--- config.mk ---
export PLATFORM = sky130hd
export DESIGN_NAME = ppp_programmer
export DESIGN_NICKNAME = d
export VERILOG_FILES = /design/src/common/ppp_pkg.sv /design/src/hw/ppp_page_buf.sv /design/src/hw/ppp_programmer.sv
export SDC_FILE = /design/constraint.sdc
export NUM_CORES = 1
export LEC_CHECK = 0
export BUFFER_PORTS_ARGS = -buffer_cell sky130_fd_sc_hd__buf_2
export CAP_MARGIN = 20
export CORE_MARGIN = 4
export CORE_UTILIZATION = 30
export DETAILED_ROUTE_END_ITERATION = 8
export PLACE_DENSITY = 0.41
export SYNTH_ARGS = -nofsm -noshare
export SYNTH_HDL_FRONTEND = slang
export SYNTH_SLANG_ARGS = --single-unit
--- constraint.sdc ---
create_clock -name mclk_i -period 6.8 [get_ports mclk_i]
set_input_delay 0.34 -clock mclk_i [delete_from_list [all_inputs] [get_ports mclk_i]]
set_output_delay 0.34 -clock mclk_i [all_outputs]
set_load 0.01 [all_outputs]
--- src/common/ppp_pkg.sv ---
// Package for the parallel flash page programmer: pin codes, geometry, timing.
// Assumes a 100 MHz core clock; all pins arrive asynchronously.
package ppp_pkg;

    // Core clock period and strobe timing
    localparam int CLK_PERIOD_NS   = 10;
    localparam int MIN_PULSE_NS    = 250;
    localparam int MIN_PULSE_CYC   = (MIN_PULSE_NS + CLK_PERIOD_NS - 1) / CLK_PERIOD_NS;
    // Page write duration, a plain default
    localparam int PROG_TIME_NS    = 40000;
    localparam int PROG_TIME_CYC   = PROG_TIME_NS / CLK_PERIOD_NS;

    // Action select codes {hi, lo}
    localparam logic [1:0] ACT_ADDR = 2'h0;
    localparam logic [1:0] ACT_DATA = 2'h1;
    localparam logic [1:0] ACT_CMD  = 2'h2;

    // Commands
    localparam logic [7:0] CMD_NOP        = 8'h00;
    localparam logic [7:0] CMD_WRITE_FLASH = 8'h10;

    // Flash geometry: 64-word pages, 128 pages
    localparam int WORD_BITS  = 6;
    localparam int PAGE_BITS  = 7;
    localparam int PAGE_WORDS = 64;

    // Reset values
    localparam logic [7:0]  BYTE_RST = 8'h00;
    localparam logic [15:0] WORD_RST = 16'h0000;
    localparam logic [15:0] CNT_RST  = 16'h0000;

endpackage : ppp_pkg

--- src/hw/ppp_page_buf.sv ---
// Page buffer memory: one write port, registered read port.
// Assumes write and read addresses come from logic on the same clock.
`timescale 1ns/100ps
module ppp_page_buf
    import ppp_pkg::*;
(
    // Clock
    input  wire logic                 mclk_i,
    // Write port
    input  wire logic                 wr_en_i,
    input  wire logic [WORD_BITS-1:0] wr_addr_i,
    input  wire logic [15:0]          wr_data_i,
    // Read port
    input  wire logic [WORD_BITS-1:0] rd_addr_i,
    output logic      [15:0]          rd_data_o
);

    logic [15:0] mem [PAGE_WORDS];

    // Storage and registered read
    always_ff @(posedge mclk_i) begin
        if (wr_en_i) begin
            mem[wr_addr_i] <= wr_data_i;
        end
        rd_data_o <= mem[rd_addr_i];
    end

endmodule : ppp_page_buf

--- src/hw/ppp_programmer.sv ---
// Parallel programming front end: loads address, data and command bytes,
// latches words into a page buffer and runs a timed page write.
// Assumes all pin inputs are asynchronous and strobes last at least 250 ns.
`timescale 1ns/100ps
// Overview of operation
// Programmer keeps every strobe pulse at least 250 ns wide.
// Rising load strobe performs load action chosen by action select.
// Write or output-enable strobe runs the last loaded command. Here only the write strobe does; output enable runs nothing.
// Action 00, byte select low captures address low byte.
// Action 01, byte select low captures data low byte.
// Action 01, byte select high captures data high byte.
// Page latch pulse with byte select high stores word in buffer.
// Programmer repeats address, data, latch until page buffer full.
// Low address bits pick word, upper bits including low byte top pick page.
// Action 00, byte select high captures address high byte.
// Write strobe low pulse starts page write; ready/busy goes low.
// Programmer waits for ready/busy high before next step.
// Programmer repeats page load and write for all pages.
// Action 10 load of no-operation resets internal write signals.
// Ready/busy stays high whenever no page write runs.
module ppp_programmer
    import ppp_pkg::*;
#(
    parameter int PROG_CYC = PROG_TIME_CYC
)
(
    // Clock and reset
    input  wire logic                 mclk_i,
    input  wire logic                 rst_b_i,
    // Programming pins
    input  wire logic                 load_strobe_pin_i,
    input  wire logic                 action_select_hi_i,
    input  wire logic                 action_select_lo_i,
    input  wire logic                 byte_select_i,
    input  wire logic                 page_latch_strobe_i,
    input  wire logic                 wr_b_i,
    input  wire logic                 oe_b_i,
    input  wire logic [7:0]           data_i,
    // Status and flash array side
    output logic                      ready_busy_out_o,
    output logic                      flash_we_o,
    output logic [PAGE_BITS-1:0]      flash_page_o,
    output logic [WORD_BITS-1:0]      flash_word_o,
    output logic [15:0]               flash_data_o,
    output logic [7:0]                command_o
);

    typedef enum logic [2:0] {
        ST_IDLE = 3'b001,
        ST_PROG = 3'b010,
        ST_DONE = 3'b100
    } ppp_state_e;

    typedef struct packed {
        ppp_state_e           st;
        logic [7:0]           addr_lo;
        logic [7:0]           addr_hi;
        logic [7:0]           data_lo;
        logic [7:0]           data_hi;
        logic [7:0]           cmd;
        logic [15:0]          cnt;
        logic [WORD_BITS-1:0] word;
        logic [PAGE_BITS-1:0] page;
        logic                 rdy;
        logic                 we;
        logic [15:0]          wdata;
        logic                 arm;
        logic [WORD_BITS-1:0] fword;
    } ppp_state_s;

    ppp_state_s st_r;
    ppp_state_s st_nxt;

    // Reset release synchroniser
    logic rst_m_r;
    logic rst_s_r;
    always_ff @(posedge mclk_i or negedge rst_b_i) begin
        if (!rst_b_i) begin
            rst_m_r <= 1'b0;
            rst_s_r <= 1'b0;
        end else begin
            rst_m_r <= 1'b1;
            rst_s_r <= rst_m_r;
        end
    end

    // Two-stage pin synchronisers, then one history stage for edges
    logic [12:0] pin_raw;
    logic [12:0] pin_m_r;
    logic [12:0] pin_s_r;
    logic [12:0] pin_d_r;
    assign pin_raw = {data_i, oe_b_i, wr_b_i, page_latch_strobe_i, load_strobe_pin_i, byte_select_i};
    always_ff @(posedge mclk_i or negedge rst_s_r) begin
        if (!rst_s_r) begin
            pin_m_r <= 13'h0018;
            pin_s_r <= 13'h0018;
            pin_d_r <= 13'h0018;
        end else begin
            pin_m_r <= pin_raw;
            pin_s_r <= pin_m_r;
            pin_d_r <= pin_s_r;
        end
    end

    logic [1:0] act_m_r;
    logic [1:0] act_s_r;
    always_ff @(posedge mclk_i or negedge rst_s_r) begin
        if (!rst_s_r) begin
            act_m_r <= 2'h0;
            act_s_r <= 2'h0;
        end else begin
            act_m_r <= {action_select_hi_i, action_select_lo_i};
            act_s_r <= act_m_r;
        end
    end

    // Decoded pin views
    logic       bs;
    logic [7:0] dbus;
    logic       load_rise;
    logic       latch_rise;
    logic       wr_fall;
    logic       oe_fall;
    assign bs         = pin_s_r[0];
    assign dbus       = pin_s_r[12:5];
    assign load_rise  = pin_s_r[1] & ~pin_d_r[1];
    assign latch_rise = pin_s_r[2] & ~pin_d_r[2];
    assign wr_fall    = ~pin_s_r[3] & pin_d_r[3];
    assign oe_fall    = ~pin_s_r[4] & pin_d_r[4];

    // Buffer read for the program walk
    logic [15:0] buf_rd;
    ppp_page_buf u_buf (
        .mclk_i    (mclk_i),
        .wr_en_i   (st_r.arm),
        .wr_addr_i (st_r.addr_lo[WORD_BITS-1:0]),
        .wr_data_i ({st_r.data_hi, st_r.data_lo}),
        .rd_addr_i (st_r.word),
        .rd_data_o (buf_rd)
    );

    // Next-state logic
    always_comb begin
        st_nxt     = st_r;
        st_nxt.we  = 1'b0;
        st_nxt.arm = 1'b0;
        if (load_rise && st_r.st == ST_IDLE) begin
            // load by action select
            unique case (act_s_r)
                // address bytes
                ACT_ADDR: begin
                    if (bs) begin
                        st_nxt.addr_hi = dbus;
                    end else begin
                        st_nxt.addr_lo = dbus;
                    end
                end
                // data bytes
                ACT_DATA: begin
                    if (bs) begin
                        st_nxt.data_hi = dbus;
                    end else begin
                        st_nxt.data_lo = dbus;
                    end
                end
                // command load, nop clears write
                ACT_CMD: begin
                    st_nxt.cmd = dbus;
                end
                default: begin
                end
            endcase
        end
        // page latch with byte select high
        if (latch_rise && bs && st_r.st == ST_IDLE) begin
            st_nxt.arm = 1'b1;
        end
        unique case (st_r.st)
            ST_IDLE: begin
                // write strobe runs page write command
                if (wr_fall && st_r.cmd == CMD_WRITE_FLASH) begin
                    st_nxt.st   = ST_PROG;
                    st_nxt.rdy  = 1'b0;
                    st_nxt.word = '0;
                    st_nxt.cnt  = CNT_RST;
                    // page from high byte and top of low byte
                    st_nxt.page = PAGE_BITS'({st_r.addr_hi, st_r.addr_lo} >> WORD_BITS);
                end
            end
            ST_PROG: begin
                // Stream buffer out, then hold busy for the write time
                st_nxt.cnt = st_r.cnt + 16'h0001;
                if (st_r.cnt >= 16'(1) && st_r.cnt <= 16'(PAGE_WORDS)) begin
                    st_nxt.we    = 1'b1;
                    st_nxt.wdata = buf_rd;
                    st_nxt.fword = WORD_BITS'(st_r.cnt - 16'h0001); // Index of word now leaving
                end
                if (st_r.cnt < 16'(PAGE_WORDS)) begin
                    st_nxt.word = st_r.word + 1'b1;
                end
                if (st_r.cnt >= 16'(PROG_CYC)) begin
                    st_nxt.st = ST_DONE;
                end
            end
            ST_DONE: begin
                // ready again after write
                st_nxt.st  = ST_IDLE;
                st_nxt.rdy = 1'b1;
            end
            default: begin
                st_nxt.st  = ST_IDLE;
                st_nxt.rdy = 1'b1;
            end
        endcase
        // Output enable is accepted; reads are not part of this block
        if (oe_fall) begin
            st_nxt.cmd = st_nxt.cmd;
        end
    end

    // State register
    always_ff @(posedge mclk_i or negedge rst_s_r) begin
        if (!rst_s_r) begin
            st_r <= '{st: ST_IDLE, addr_lo: BYTE_RST, addr_hi: BYTE_RST, data_lo: BYTE_RST,
                      data_hi: BYTE_RST, cmd: CMD_NOP, cnt: CNT_RST, word: '0, page: '0,
                      rdy: 1'b1, we: 1'b0, wdata: WORD_RST, arm: 1'b0, fword: '0};
        end else begin
            st_r <= st_nxt;
        end
    end

    // Registered outputs
    assign ready_busy_out_o = st_r.rdy;
    assign flash_we_o       = st_r.we;
    assign flash_page_o     = st_r.page;
    assign flash_word_o     = st_r.fword;
    assign flash_data_o     = st_r.wdata;
    assign command_o        = st_r.cmd;

    // busy follows a write strobe with write command
    a_busy_after_wr: assert property (@(posedge mclk_i) disable iff (!rst_s_r)
        (st_r.st == ST_IDLE && wr_fall && st_r.cmd == CMD_WRITE_FLASH) |=> !ready_busy_out_o)
        else $error("ready_busy did not drop after write strobe");

    // ready whenever idle
    a_ready_idle: assert property (@(posedge mclk_i) disable iff (!rst_s_r)
        (st_r.st == ST_IDLE) |-> ready_busy_out_o)
        else $error("ready_busy low while idle");

    // address low captured
    a_addr_lo_load: assert property (@(posedge mclk_i) disable iff (!rst_s_r)
        (st_r.st == ST_IDLE && load_rise && act_s_r == ACT_ADDR && !bs) |=> st_r.addr_lo == $past(dbus))
        else $error("address low byte not captured");

    // address high captured
    a_addr_hi_load: assert property (@(posedge mclk_i) disable iff (!rst_s_r)
        (st_r.st == ST_IDLE && load_rise && act_s_r == ACT_ADDR && bs) |=> st_r.addr_hi == $past(dbus))
        else $error("address high byte not captured");

    // data bytes captured
    a_data_load: assert property (@(posedge mclk_i) disable iff (!rst_s_r)
        (st_r.st == ST_IDLE && load_rise && act_s_r == ACT_DATA) |=>
        ($past(bs) ? st_r.data_hi : st_r.data_lo) == $past(dbus))
        else $error("data byte not captured");

    // latch arms the buffer write
    a_latch_word: assert property (@(posedge mclk_i) disable iff (!rst_s_r)
        (st_r.st == ST_IDLE && latch_rise && bs) |=> st_r.arm)
        else $error("page latch ignored");

    // command load stores bus value
    a_cmd_load: assert property (@(posedge mclk_i) disable iff (!rst_s_r)
        (st_r.st == ST_IDLE && load_rise && act_s_r == ACT_CMD) |=> command_o == $past(dbus))
        else $error("command not loaded");

    // other commands leave the device ready
    a_no_cmd_idle: assert property (@(posedge mclk_i) disable iff (!rst_s_r)
        (st_r.st == ST_IDLE && wr_fall && st_r.cmd != CMD_WRITE_FLASH) |=> ready_busy_out_o)
        else $error("write strobe acted without write command");

    // page number taken from address
    a_page_sel: assert property (@(posedge mclk_i) disable iff (!rst_s_r)
        (st_r.st == ST_IDLE && wr_fall && st_r.cmd == CMD_WRITE_FLASH) |=>
        flash_page_o == PAGE_BITS'({$past(st_r.addr_hi), $past(st_r.addr_lo)} >> WORD_BITS))
        else $error("page number wrong");

endmodule : ppp_programmer

==> results of run 1 <==
==> power groups by stage <==
stage	clock network, mW	registers [mW]	logic [mW]
2_1_floorplan	0	8.70	0.172
5_1_grt	7.57	8.47	0.787
3_5_place_dp	0	8.63	0.705
3_3_place_gp	0	8.61	0.661
6_report	7.04	8.45	0.715
4_1_cts	7.25	8.48	0.712
==> state kept, by name, indices dropped and copies added (netlist names) <==
| register | count |
|---|---|
| flash_we_o | 1 |
| flash_page_o | 7 |
| pin_d_r | 3 |
| flash_word_o | 6 |
| pin_m_r | 12 |
| act_s_r | 2 |
| ready_busy_out_o | 1 |
| u_buf.rd_data_o | 16 |
| flash_data_o | 16 |
| act_m_r | 2 |
| rst_m_r | 1 |
| pin_s_r | 12 |
| u_buf.mem | 1024 |
| st_r | 55 |
| command_o | 8 |
| rst_s_r | 1 |
==> synth_stat cells (all sizes together), types with 26 or more instances <==
| master | n | area (sq um) |
|---|---|---|
| dfrtp | 122 | 3050 |
| mux2 | 96 | 1080 |
| edfxtp | 1024 | 30700 |
| mux2i | 150 | 1500 |
| o22ai | 62 | 388 |
| o21ai | 42 | 210 |
| clkbuf | 50 | 188 |
| buf | 107 | 732 |
| a211o | 26 | 228 |
| mux4 | 192 | 4320 |
| nand2 | 78 | 293 |
| nor2 | 137 | 514 |
==> kinds of logic (layout without fill, tap and decap cells) <==
family | after synthesis | after routing | synth area share (%)
AOI/OAI and AO/OA | 209 | 209 | 3.34
xor gates and xnor gates | 7 | 7 | 0.136
adders and majority gates | 5 | 5 | 0.139
buffers and inverters | 165 | 415 | 2.11
DFF | 1167 | 1167 | 76.0
muxes | 438 | 438 | 15.3
other | 1 | 4 | 0.00832
and+or+nand+nor | 295 | 295 | 3.00
==> critical path, stage by stage, from the launching register on <==
cell,delay [ps]
dfrtp_4,860
buf_12,610
mux4_2,600
a2111o_1,530
o22ai_1,660
a221oi_1,200
==> cell usage in the layout, fill, tap and decap left out, types with 6 or more instances in the layout <==
master	netlist	final
a2111o_1	13	13
a211o_1	26	26
a21oi_1	7	7
a221o_1	11	10
a221oi_1	13	13
a31oi_1	6	6
buf_12	0	6
buf_2	36	54
buf_4	58	94
bufinv_16	0	10
clkbuf_1	50	35
clkbuf_16	0	142
clkbuf_8	0	11
clkinv_1	0	19
clkinv_2	0	15
dfrtp_1	122	101
dfrtp_2	0	16
dfxtp_1	16	16
dlygate4sd3_1	0	16
edfxtp_1	1024	1024
inv_1	8	8
mux2_2	96	96
mux2i_1	150	150
mux4_2	192	192
nand2_1	78	78
nand3_1	15	14
nand3b_1	6	6
nand4_1	7	7
nor2_1	137	137
nor3_1	14	12
o21ai_0	42	42
o22ai_1	62	62
==> area by class of cell <==
type | count | area share (%)
clock inverters | 48 | 0.915
well taps | 2016 | 4.82
repair buffers | 171 | 2.45
inverters | 8 | 0.0573
diodes | 3 | 0.0143
clock buffers | 188 | 7.33
multi-input cells | 955 | 18.9
flip-flops and latches | 1167 | 65.5
==> metal layers <==
| layer | track usage (%) | vias to the layer above | wire length (um) |
|---|---|---|---|
| met2 | 22.6 | 506 | 53000 |
| met3 | 3.29 | 140 | 5870 |
| met1 | 21.1 | 11629 | 54600 |
| met5 | 0 | - | 13 |
| met4 | 4.48 | 2 | 2870 |
| li1 | - | 9530 | - |
==> path summary, 6_finish.rpt <==
| path | from | to | slack, ps | depth (start not counted) |
|---|---|---|---|---|
| min in group asynchronous | rst_s_r | pin_m_r[10] | 420 | 0 |
| setup reg to reg | st_r[32] | u_buf.rd_data_o[3] | 3060 | 5 |
| hold reg to reg | pin_m_r[11] | pin_s_r[11] | 340 | 0 |
| max in group asynchronous | rst_s_r | pin_d_r[3] | 5130 | 2 |
| setup / recovery | st_r[32] | u_buf.rd_data_o[3] | 3060 | 5 |
| hold / removal | data_i[5] | pin_m_r[10] | 240 | 2 |
==> per-stage QoR <==
stage,total power [mW],instance area [sq um]
2_1_floorplan,8.87,45100
3_3_place_gp,9.27,47800
3_5_place_dp,9.33,47800
4_1_cts,16.4,52300
5_1_grt,16.8,52400
6_report,16.2,52400
==> run_results.csv, run 1 <==
group,metric,value,unit
placement,gp_congestion,0.759,
routing,wl_per_cell,25.5,um
power_and_ir_drop,power.density,310,nW/um^2
cells_and_area,final_core_util,35.0,%
grt,grt_pass1_wl,166,mm
placement,port_buffers,54,
routing,finalWirelength,116,mm
power_and_ir_drop,power_frac_seq,52.2,%
cells_and_area,drive_above_1_share,26.1,%
synthesis,netlist_area,45100,sq um
sta,post-route-period-util,54.9,%
cts,clkSinkCount,1167,
power_and_ir_drop,p_int,12.7,mW
die,core,150000,sq um
critical_path,cp.arrival,4320,ps
sta,fin_crit,3740,ps
cells_and_area,seq_area,34300,sq um
routing,first_iter_violations,1649,
sta,final_hold_viol_count,0,
cells_and_area,synthToLayoutAreaGrowth,16.1,%
sta,setup_tns,0,ps
cells_and_area,fill_cells,14104,
cts,cts_setup_buffers,0,
synthesis,async_flop_share,10.9,%
critical_path,worstSetupPathType,"flip-flop to flip-flop",
power_and_ir_drop,p_switching,3.50,mW
cts,cts_tree,"yes",
power_and_ir_drop,clkPwrFrac,43.4,%
die,fp.dieW,396,um
power_and_ir_drop,cellLeakagePower,16.8,nW
die,initial_core_util,30.1,%
synthesis,synth_ff_type,"edfxtp_1",
synthesis,synth_cell_types,57,
power_and_ir_drop,switching_share,21.6,%
placement,hpwl,67.3,mm
cts,cts_hold_buf,16,
sta,slew_headroom,22.7,%
routing,drc,0,
routing,via_per_inst,4.79,
sta,setup_violations,0,
critical_path,cp.required,7380,ps
status,status,"finished, final reports clean",
synthesis,synth_cells,2287,
critical_path,crit_path_end_kind,"flip-flop",
critical_path,path_max_fanout,89,
die,die_area,157000,sq um
power_and_ir_drop,combinationalPowerShare,4.4,%
sta,tightest_slew,1160,ps
sta,hold_slack,239,ps
job,maxCapViolations,0,
cts,cts_root_buffer,"clkbuf_16",
cts,clkTransAtPathRegs,60,ps
cts,clk_latency,750,ps
synthesis,synth_nets,2309,
synthesis,synth_edf_count,1024,
cts,cts_resized,0,
synthesis,synth_seq_cells,1167,
cells_and_area,multi_input_area,9920,sq um
sta,slew_viol_final,0,
routing,first_pass_iters,5,
cts,numCtsBuffers,130,
synthesis,yosysWarnings,0,
grt,grt_usage,14.8,%
grt,antenna_found_initial,4,
cells_and_area,nNetsFinal,2455,
placement,post-place-ws,2970,ps
synthesis,synth_area_per_cell,19.7,sq um
sta,setup_ws,3060,ps
routing,num_vias,21807,
placement,place_inst,4298,
critical_path,startpoint_type,"flip-flop",
grt,grt_max_degree,98,
hold_path,hp-class,"input port to flip-flop",
synthesis,ys_seq_area_share,76.0,%
sta,max_freq,268,MHz
cells_and_area,fin_cells,4556,
die,rows,142,
cts,clk_path_buf_depth,3,
power_and_ir_drop,irDropWorstVdd,0.242,mV
routing,ant_nets,0,
sta,fin_skew,25.5,ps
sta,grt_setup_unrepaired,"no",
cts,htree_levels,4,
grt,overflow,0,
grt,grt_pass1_vias,22412,
die,ios,56,
die,dieHeight,396,um
Note: power is estimated with default switching activity, not from simulation.
==> run 2, diff against run 1 <==
==> constraint.sdc (replaced) <==
create_clock -name mclk_i -period 3.8 [get_ports mclk_i]
set_input_delay 0.19 -clock mclk_i [delete_from_list [all_inputs] [get_ports mclk_i]]
set_output_delay 0.19 -clock mclk_i [all_outputs]
set_load 0.01 [all_outputs]
==> run 2 against run 1 <==
Maximum frequency increased by 23%. Hold slack got worse by 160 ps. Flip-flop and latch count unchanged. Count of clock-buffer cells in the layout decreased by 17. Register-to-register slack got worse by 2300 ps.
==> run_results.csv, run 2 (synthesized netlist as in run 1, its figures left out) <==
group,metric,value,unit
hold_path,hp-class,"input port to flip-flop",
critical_path,cp.arrival,3610,ps
sta,post-route-period-util,79.7,%
placement,gp_congestion,0.780,
power_and_ir_drop,irDropWorstVdd,0.461,mV
hold_path,holdPathStages,2,
routing,drc,0,
cells_and_area,mostFrequentLayoutCells,"1024 x edfxtp_1, 192 x mux4_2, 150 x mux2i_1",
routing,route.met2.wl,55.4,mm
critical_path,cp.depth,7,
cells_and_area,nNetsFinal,2488,
die,die_area,157000,sq um
sta,slew_headroom,28.8,%
cts,clkSinkCount,1167,
die,rows,142,
routing,via_per_inst,4.83,
sta,max_freq,330,MHz
cells_and_area,final_common_cell,"edfxtp_1",
cells_and_area,synthToLayoutAreaGrowth,16.7,%
cells_and_area,drive_above_1_share,27.0,%
routing,ant_nets,0,
critical_path,crit_slowest_cell,"dfrtp_4",
routing,wl_per_cell,26.2,um
cells_and_area,multi_input_area,9910,sq um
critical_path,startpoint_type,"flip-flop",
grt,grt_usage,15.2,%
job,maxCapViolations,0,
sta,grt_setup_unrepaired,"no",
cells_and_area,seq_area,34300,sq um
sta,tightest_slew,1070,ps
routing,first_iter_violations,1865,
die,core,150000,sq um
critical_path,crit_top_cell,"buf_4",
routing,first_pass_iters,7,
sta,fin_crit,3030,ps
critical_path,ff2ff_path_depth,7,
grt,grt_max_degree,83,
cells_and_area,largest_register_ffs,1024,
critical_path,cp.required,4380,ps
placement,port_buffers,54,
cts,cts_resized,0,
placement,hpwl,72.9,mm
routing,finalWirelength,120,mm
grt,grt_pass1_wl,170,mm
grt,antenna_found_initial,5,
grt,overflow,0,
die,dieHeight,396,um
sta,final_hold_viol_count,0,
die,fp.dieW,396,um
sta,setup_violations,0,
cells_and_area,fin_cells,4591,
cts,htree_levels,4,
cts,numCtsBuffers,131,
critical_path,crit_path_end_kind,"flip-flop",
cts,cts_setup_buffers,0,
cts,cts_hold_buf,17,
cts,cts_root_buffer,"clkbuf_16",
power_and_ir_drop,power.density,552,nW/um^2
die,ios,56,
routing,dr_wl_met3,5.92,mm
sta,setup_tns,0,ps
cts,cts_tree,"yes",
die,initial_core_util,30.1,%
status,status,"finished, final reports clean",
routing,wl_met1,56.3,mm
cts,clkTransAtPathRegs,60,ps
placement,place_inst,4329,
critical_path,critPathMaxStageDelay,680,ps
cells_and_area,top_regs,"u_buf.mem (1024), st_r (55)",
power_and_ir_drop,cellLeakagePower,16.9,nW
cts,clk_latency,760,ps
grt,grt_pass1_vias,22968,
sta,fin_skew,25.3,ps
routing,top_layer_used,"met4",
critical_path,critical_path.top_delay_family,"buffers and inverters",
cells_and_area,final_core_util,35.2,%
critical_path,worstSetupPathType,"flip-flop to flip-flop",
sta,slew_viol_final,0,
routing,num_vias,22155,
cells_and_area,fill_cells,14069,
cts,clk_path_buf_depth,3,
critical_path,crit_buf_inv,3,
cells_and_area,top_register,"u_buf.mem",
critical_path,path_cells,"buf_12 -> buf_4 -> buf_4 -> mux4_2 -> a211o_1 -> o22ai_1 -> a221oi_1",
critical_path,path_max_fanout,23,
[run 2: cell types whose count changed in the layout (fill, tap and decap cells not counted), moves of 7 or more]
cell | before | now
inv_6 | 2 | 9
clkbuf_8 | 11 | 3
buf_4 | 94 | 118
clkbuf_16 | 142 | 135
buf_12 | 6 | 14
[run 2: worst paths after layout]
path,startpoint,end,slack [ps]
max,st_r[32],u_buf.rd_data_o[11],770
max in group asynchronous,rst_s_r,st_r[76],2480
max reg2reg,st_r[32],u_buf.rd_data_o[11],770
min in group asynchronous,rst_b_i,rst_s_r,280
min reg2reg,act_m_r[1],act_s_r[1],350
min,data_i[2],pin_m_r[7],80
[run 2: metal layers]
layer | GRT usage [%] | vias to the layer above
li1 | - | 9602
met1 | 22.1 | 11868
met2 | 23.6 | 562
met3 | 2.84 | 123
met4 | 4.07 | 0
met5 | 0 | -
[run 2: area by class of cell]
cell class | count | share of cell area, %
multi-input combinational | 955 | 18.8
clock inverter | 65 | 1.34
inverter | 8 | 0.0571
timing repair buffer | 203 | 3.05
sequential | 1167 | 65.2
antenna | 6 | 0.0285
clock buffer | 171 | 6.73
tap | 2016 | 4.79
[run 2: power breakdown]
part / switching [mW] / total, mW / internal, mW
clock: 5.05 / 12.5 / 7.47
sequential: 0.581 / 15.4 / 14.8
combinational: 0.833 / 1.10 / 0.269
total: 6.47 / 29.0 / 22.6
[run 2: metrics by stage]
step | worst slack (ps) | cell area [sq um] | hold slack (ps) | total power [mW]
after floorplan | 8.50 | 45100 | -106 | 15.9
after global placement | 648 | 48100 | -24.0 | 16.7
after detailed placement | 633 | 48100 | -22.7 | 16.8
after CTS | 608 | 52500 | 1.93 | 29.4
after global routing | 538 | 52600 | 50.0 | 30.1
final | 772 | 52600 | 82.9 | 29.0
==> run 3, diff against run 2 <==
--- a/config.mk
+++ b/config.mk
@@ -5,6 +5,7 @@
 export SDC_FILE = /design/constraint.sdc
 export NUM_CORES = 1
 export LEC_CHECK = 0
+export ABC_AREA = 1
 export BUFFER_PORTS_ARGS = -buffer_cell sky130_fd_sc_hd__buf_2
 export CAP_MARGIN = 20
 export CORE_MARGIN = 4
==> constraint.sdc (replaced) <==
create_clock -name mclk_i -period 3.1 [get_ports mclk_i]
set_input_delay 0.155 -clock mclk_i [delete_from_list [all_inputs] [get_ports mclk_i]]
set_output_delay 0.155 -clock mclk_i [all_outputs]
set_load 0.01 [all_outputs]
==> run 3 against run 2 <==
Wire length grew 18%. Combinational power is 28% higher. Maximum frequency rose by 22%. Synthesized cell count increased by 95%. Critical path type unchanged.
==> run_results.csv, run 3 <==
group,metric,value,unit
status,status,"finished, final reports clean",
synthesis,synth_area_per_cell,10.9,sq um
synthesis,yosysWarnings,0,
job,maxCapViolations,0,
sta,max_freq,403,MHz
cells_and_area,nNetsFinal,4616,
synthesis,synth_nets,4475,
cells_and_area,mostFrequentLayoutCells,"1531 x nand2_1, 1024 x edfxtp_1, 575 x nand3_1",
critical_path,cp.required,3740,ps
placement,gp_congestion,0.778,
sta,setup_tns,0,ps
synthesis,ys_seq_area_share,70.6,%
cells_and_area,fill_cells,16024,
critical_path,r2r_start,"st_r[32]",
critical_path,path_cells,"buf_12 -> buf_12 -> buf_12 -> nand2_1 -> nand3_1 -> a21oi_1 -> nor2_1 -> nand2_1 -> nand3_1 -> nand2_1",
synthesis,post-synth-top-area-cell,"edfxtp_1",
cts,cts_hold_buf,29,
sta,fin_crit,2480,ps
hold_path,hp-class,"input port to flip-flop",
critical_path,reg2reg_to,"u_buf.rd_data_o[10]",
die,rows,147,
cells_and_area,final_common_cell,"nand2_1",
routing,via_per_inst,4.52,
grt,grt_pass1_vias,29712,
cts,cts_setup_buffers,0,
die,die_area,168000,sq um
cts,htree_levels,4,
die,dieHeight,410,um
hold_path,min_to,"pin_m_r[10]",
die,core,161000,sq um
critical_path,crit_path_end_kind,"flip-flop",
power_and_ir_drop,switching_share,22.4,%
routing,num_vias,30969,
power_and_ir_drop,power,35.3,mW
placement,hpwl,84.2,mm
critical_path,startpoint_type,"flip-flop",
sta,final_hold_viol_count,0,
critical_path,critPathMaxStageDelay,490,ps
critical_path,worstSetupPathType,"flip-flop to flip-flop",
cells_and_area,synthToLayoutAreaGrowth,16.4,%
synthesis,synth_seq_cells,1167,
synthesis,synthDominantCellAreaShare,63.3,%
cts,cts_root_buffer,"clkbuf_16",
cts,cts_resized,0,
placement,port_buffers,54,
routing,finalWirelength,142,mm
cts,cts_tree,"yes",
die,initial_core_util,30.2,%
cts,numCtsBuffers,134,
power_and_ir_drop,combinationalPowerShare,4.0,%
synthesis,synth_ff_type,"edfxtp_1",
grt,overflow,0,
sta,tightest_slew,889,ps
cells_and_area,fin_cells,6855,
critical_path,cp.arrival,3120,ps
grt,grt_usage,16.7,%
cells_and_area,largest_register_ffs,1024,
power_and_ir_drop,p_int,27.4,mW
synthesis,synth_cell_types,33,
critical_path,ff2ff_path_depth,10,
synthesis,synth_edf_count,1024,
cells_and_area,drive_above_1_share,10.7,%
synthesis,async_flop_share,10.9,%
sta,post-route-period-util,80.1,%
cells_and_area,seq_area,34300,sq um
die,fp.dieW,410,um
cells_and_area,final_core_util,35.2,%
grt,antenna_found_initial,0,
synthesis,netlist_top_cells_count,"1532 x nand2_1, 1024 x edfxtp_1, 575 x nand3_1",
routing,first_pass_iters,8,
grt,grt_pass1_wl,208,mm
power_and_ir_drop,cellLeakagePower,22.1,nW
die,ios,56,
cts,clk_path_buf_depth,3,
sta,slew_headroom,40.7,%
sta,fin_skew,20.6,ps
routing,ant_nets,0,
synthesis,synth_most_common_cell,"nand2_1",
critical_path,r2r_slack,620,ps
critical_path,critical_path.top_delay_family,"buffers and inverters",
power_and_ir_drop,clkPwrFrac,43.5,%
synthesis,yosys-top-cells-area,"edfxtp_1 63%, nand2_1 12%, dfrtp_1 6.3%",
power_and_ir_drop,p_switching,7.90,mW
cells_and_area,top_regs,"u_buf.mem (1024), st_r (55)",
sta,slew_viol_final,0,
critical_path,path_max_fanout,54,
cts,clkSinkCount,1167,
critical_path,crit_slowest_cell,"dfrtp_4",
sta,grt_setup_unrepaired,"no",
power_and_ir_drop,power.density,625,nW/um^2
routing,wl_per_cell,20.7,um
routing,first_iter_violations,2466,
power_and_ir_drop,power_frac_seq,52.5,%
cts,clkTransAtPathRegs,60,ps
hold_path,hp-start,"data_i[5]",
routing,drc,0,
cts,clk_latency,760,ps
sta,setup_violations,0,
grt,grt_max_degree,100,
cells_and_area,top_register,"u_buf.mem",
power_and_ir_drop,irDropWorstVdd,0.552,mV
cells_and_area,multi_input_area,11400,sq um
placement,place_inst,6589,
synthesis,netlist_area,48500,sq um
hold_path,holdPathStages,2,
critical_path,crit_buf_inv,3,
synthesis,synth_cells,4453,
## run 3: per-stage QoR
stage | instance area [sq um] | worst slack, ps | hold WS [ps]
after floorplan | 48500 | 239 | -141
after global placement | 52000 | 655 | -59.6
after detailed placement | 52000 | 660 | -59.1
after CTS | 56500 | 647 | 0.876
after global routing | 56500 | 528 | 45.3
final | 56500 | 616 | 61.5
## run 3: worst reg2reg max path, cell delays in order, from the launching register on
cell and delay (ps):
dfrtp_4 490, buf_12 270, buf_12 310, buf_12 350
nand2_1 110, nand3_1 80, a21oi_1 70, nor2_1 270
nand2_1 120, nand3_1 210, nand2_1 80
## run 3: worst max path at each step
stage,slack (ps),end,startpoint,cells past startpoint
after global routing,530,u_buf.rd_data_o[7],st_r[32],10
after CTS,650,u_buf.rd_data_o[1],st_r[32],10
after floorplan,240,u_buf.mem[48][0],st_r[6],3
final,620,u_buf.rd_data_o[10],st_r[32],10
after detailed placement,660,u_buf.rd_data_o[1],st_r[32],10
after global placement,650,u_buf.rd_data_o[5],st_r[32],10
## run 3: cell families after synthesis
kind of cell	synth area share (%)
compound gates	2.72
xor+xnor	0.144
fa+ha+maj	0.129
buf+inv	6.25
flops	70.6
other cells	0.00772
simple gates	20.2
## run 3: cell type report
type	instances	area share [%]
tap	2160	4.78
multi-input combinational	2631	20.1
clock inverter	43	0.606
clock buffer	193	6.84
inverter	383	2.59
sequential	1167	60.7
timing repair buffer	277	4.43
antenna	1	0.00443
## run 3: per-layer routing
layer / vias to the layer above / wire (um) / global-route usage [%]
met5: - / 0 / 0
met4: 0 / 2840 / 4.42
met3: 167 / 5740 / 2.47
met2: 585 / 63400 / 25.7
met1: 15095 / 69700 / 24.7
li1: 15122 / - / -
## run 3: power by group through the flow
| stage | registers (mW) | logic (mW) | clock network, mW |
|---|---|---|---|
| 2_1_floorplan | 18.9 | 0.350 | 0 |
| 3_3_place_gp | 18.9 | 1.41 | 0 |
| 3_5_place_dp | 18.9 | 1.42 | 0 |
| 4_1_cts | 18.6 | 1.45 | 15.8 |
| 5_1_grt | 18.6 | 1.55 | 16.5 |
| 6_report | 18.5 | 1.41 | 15.4 |
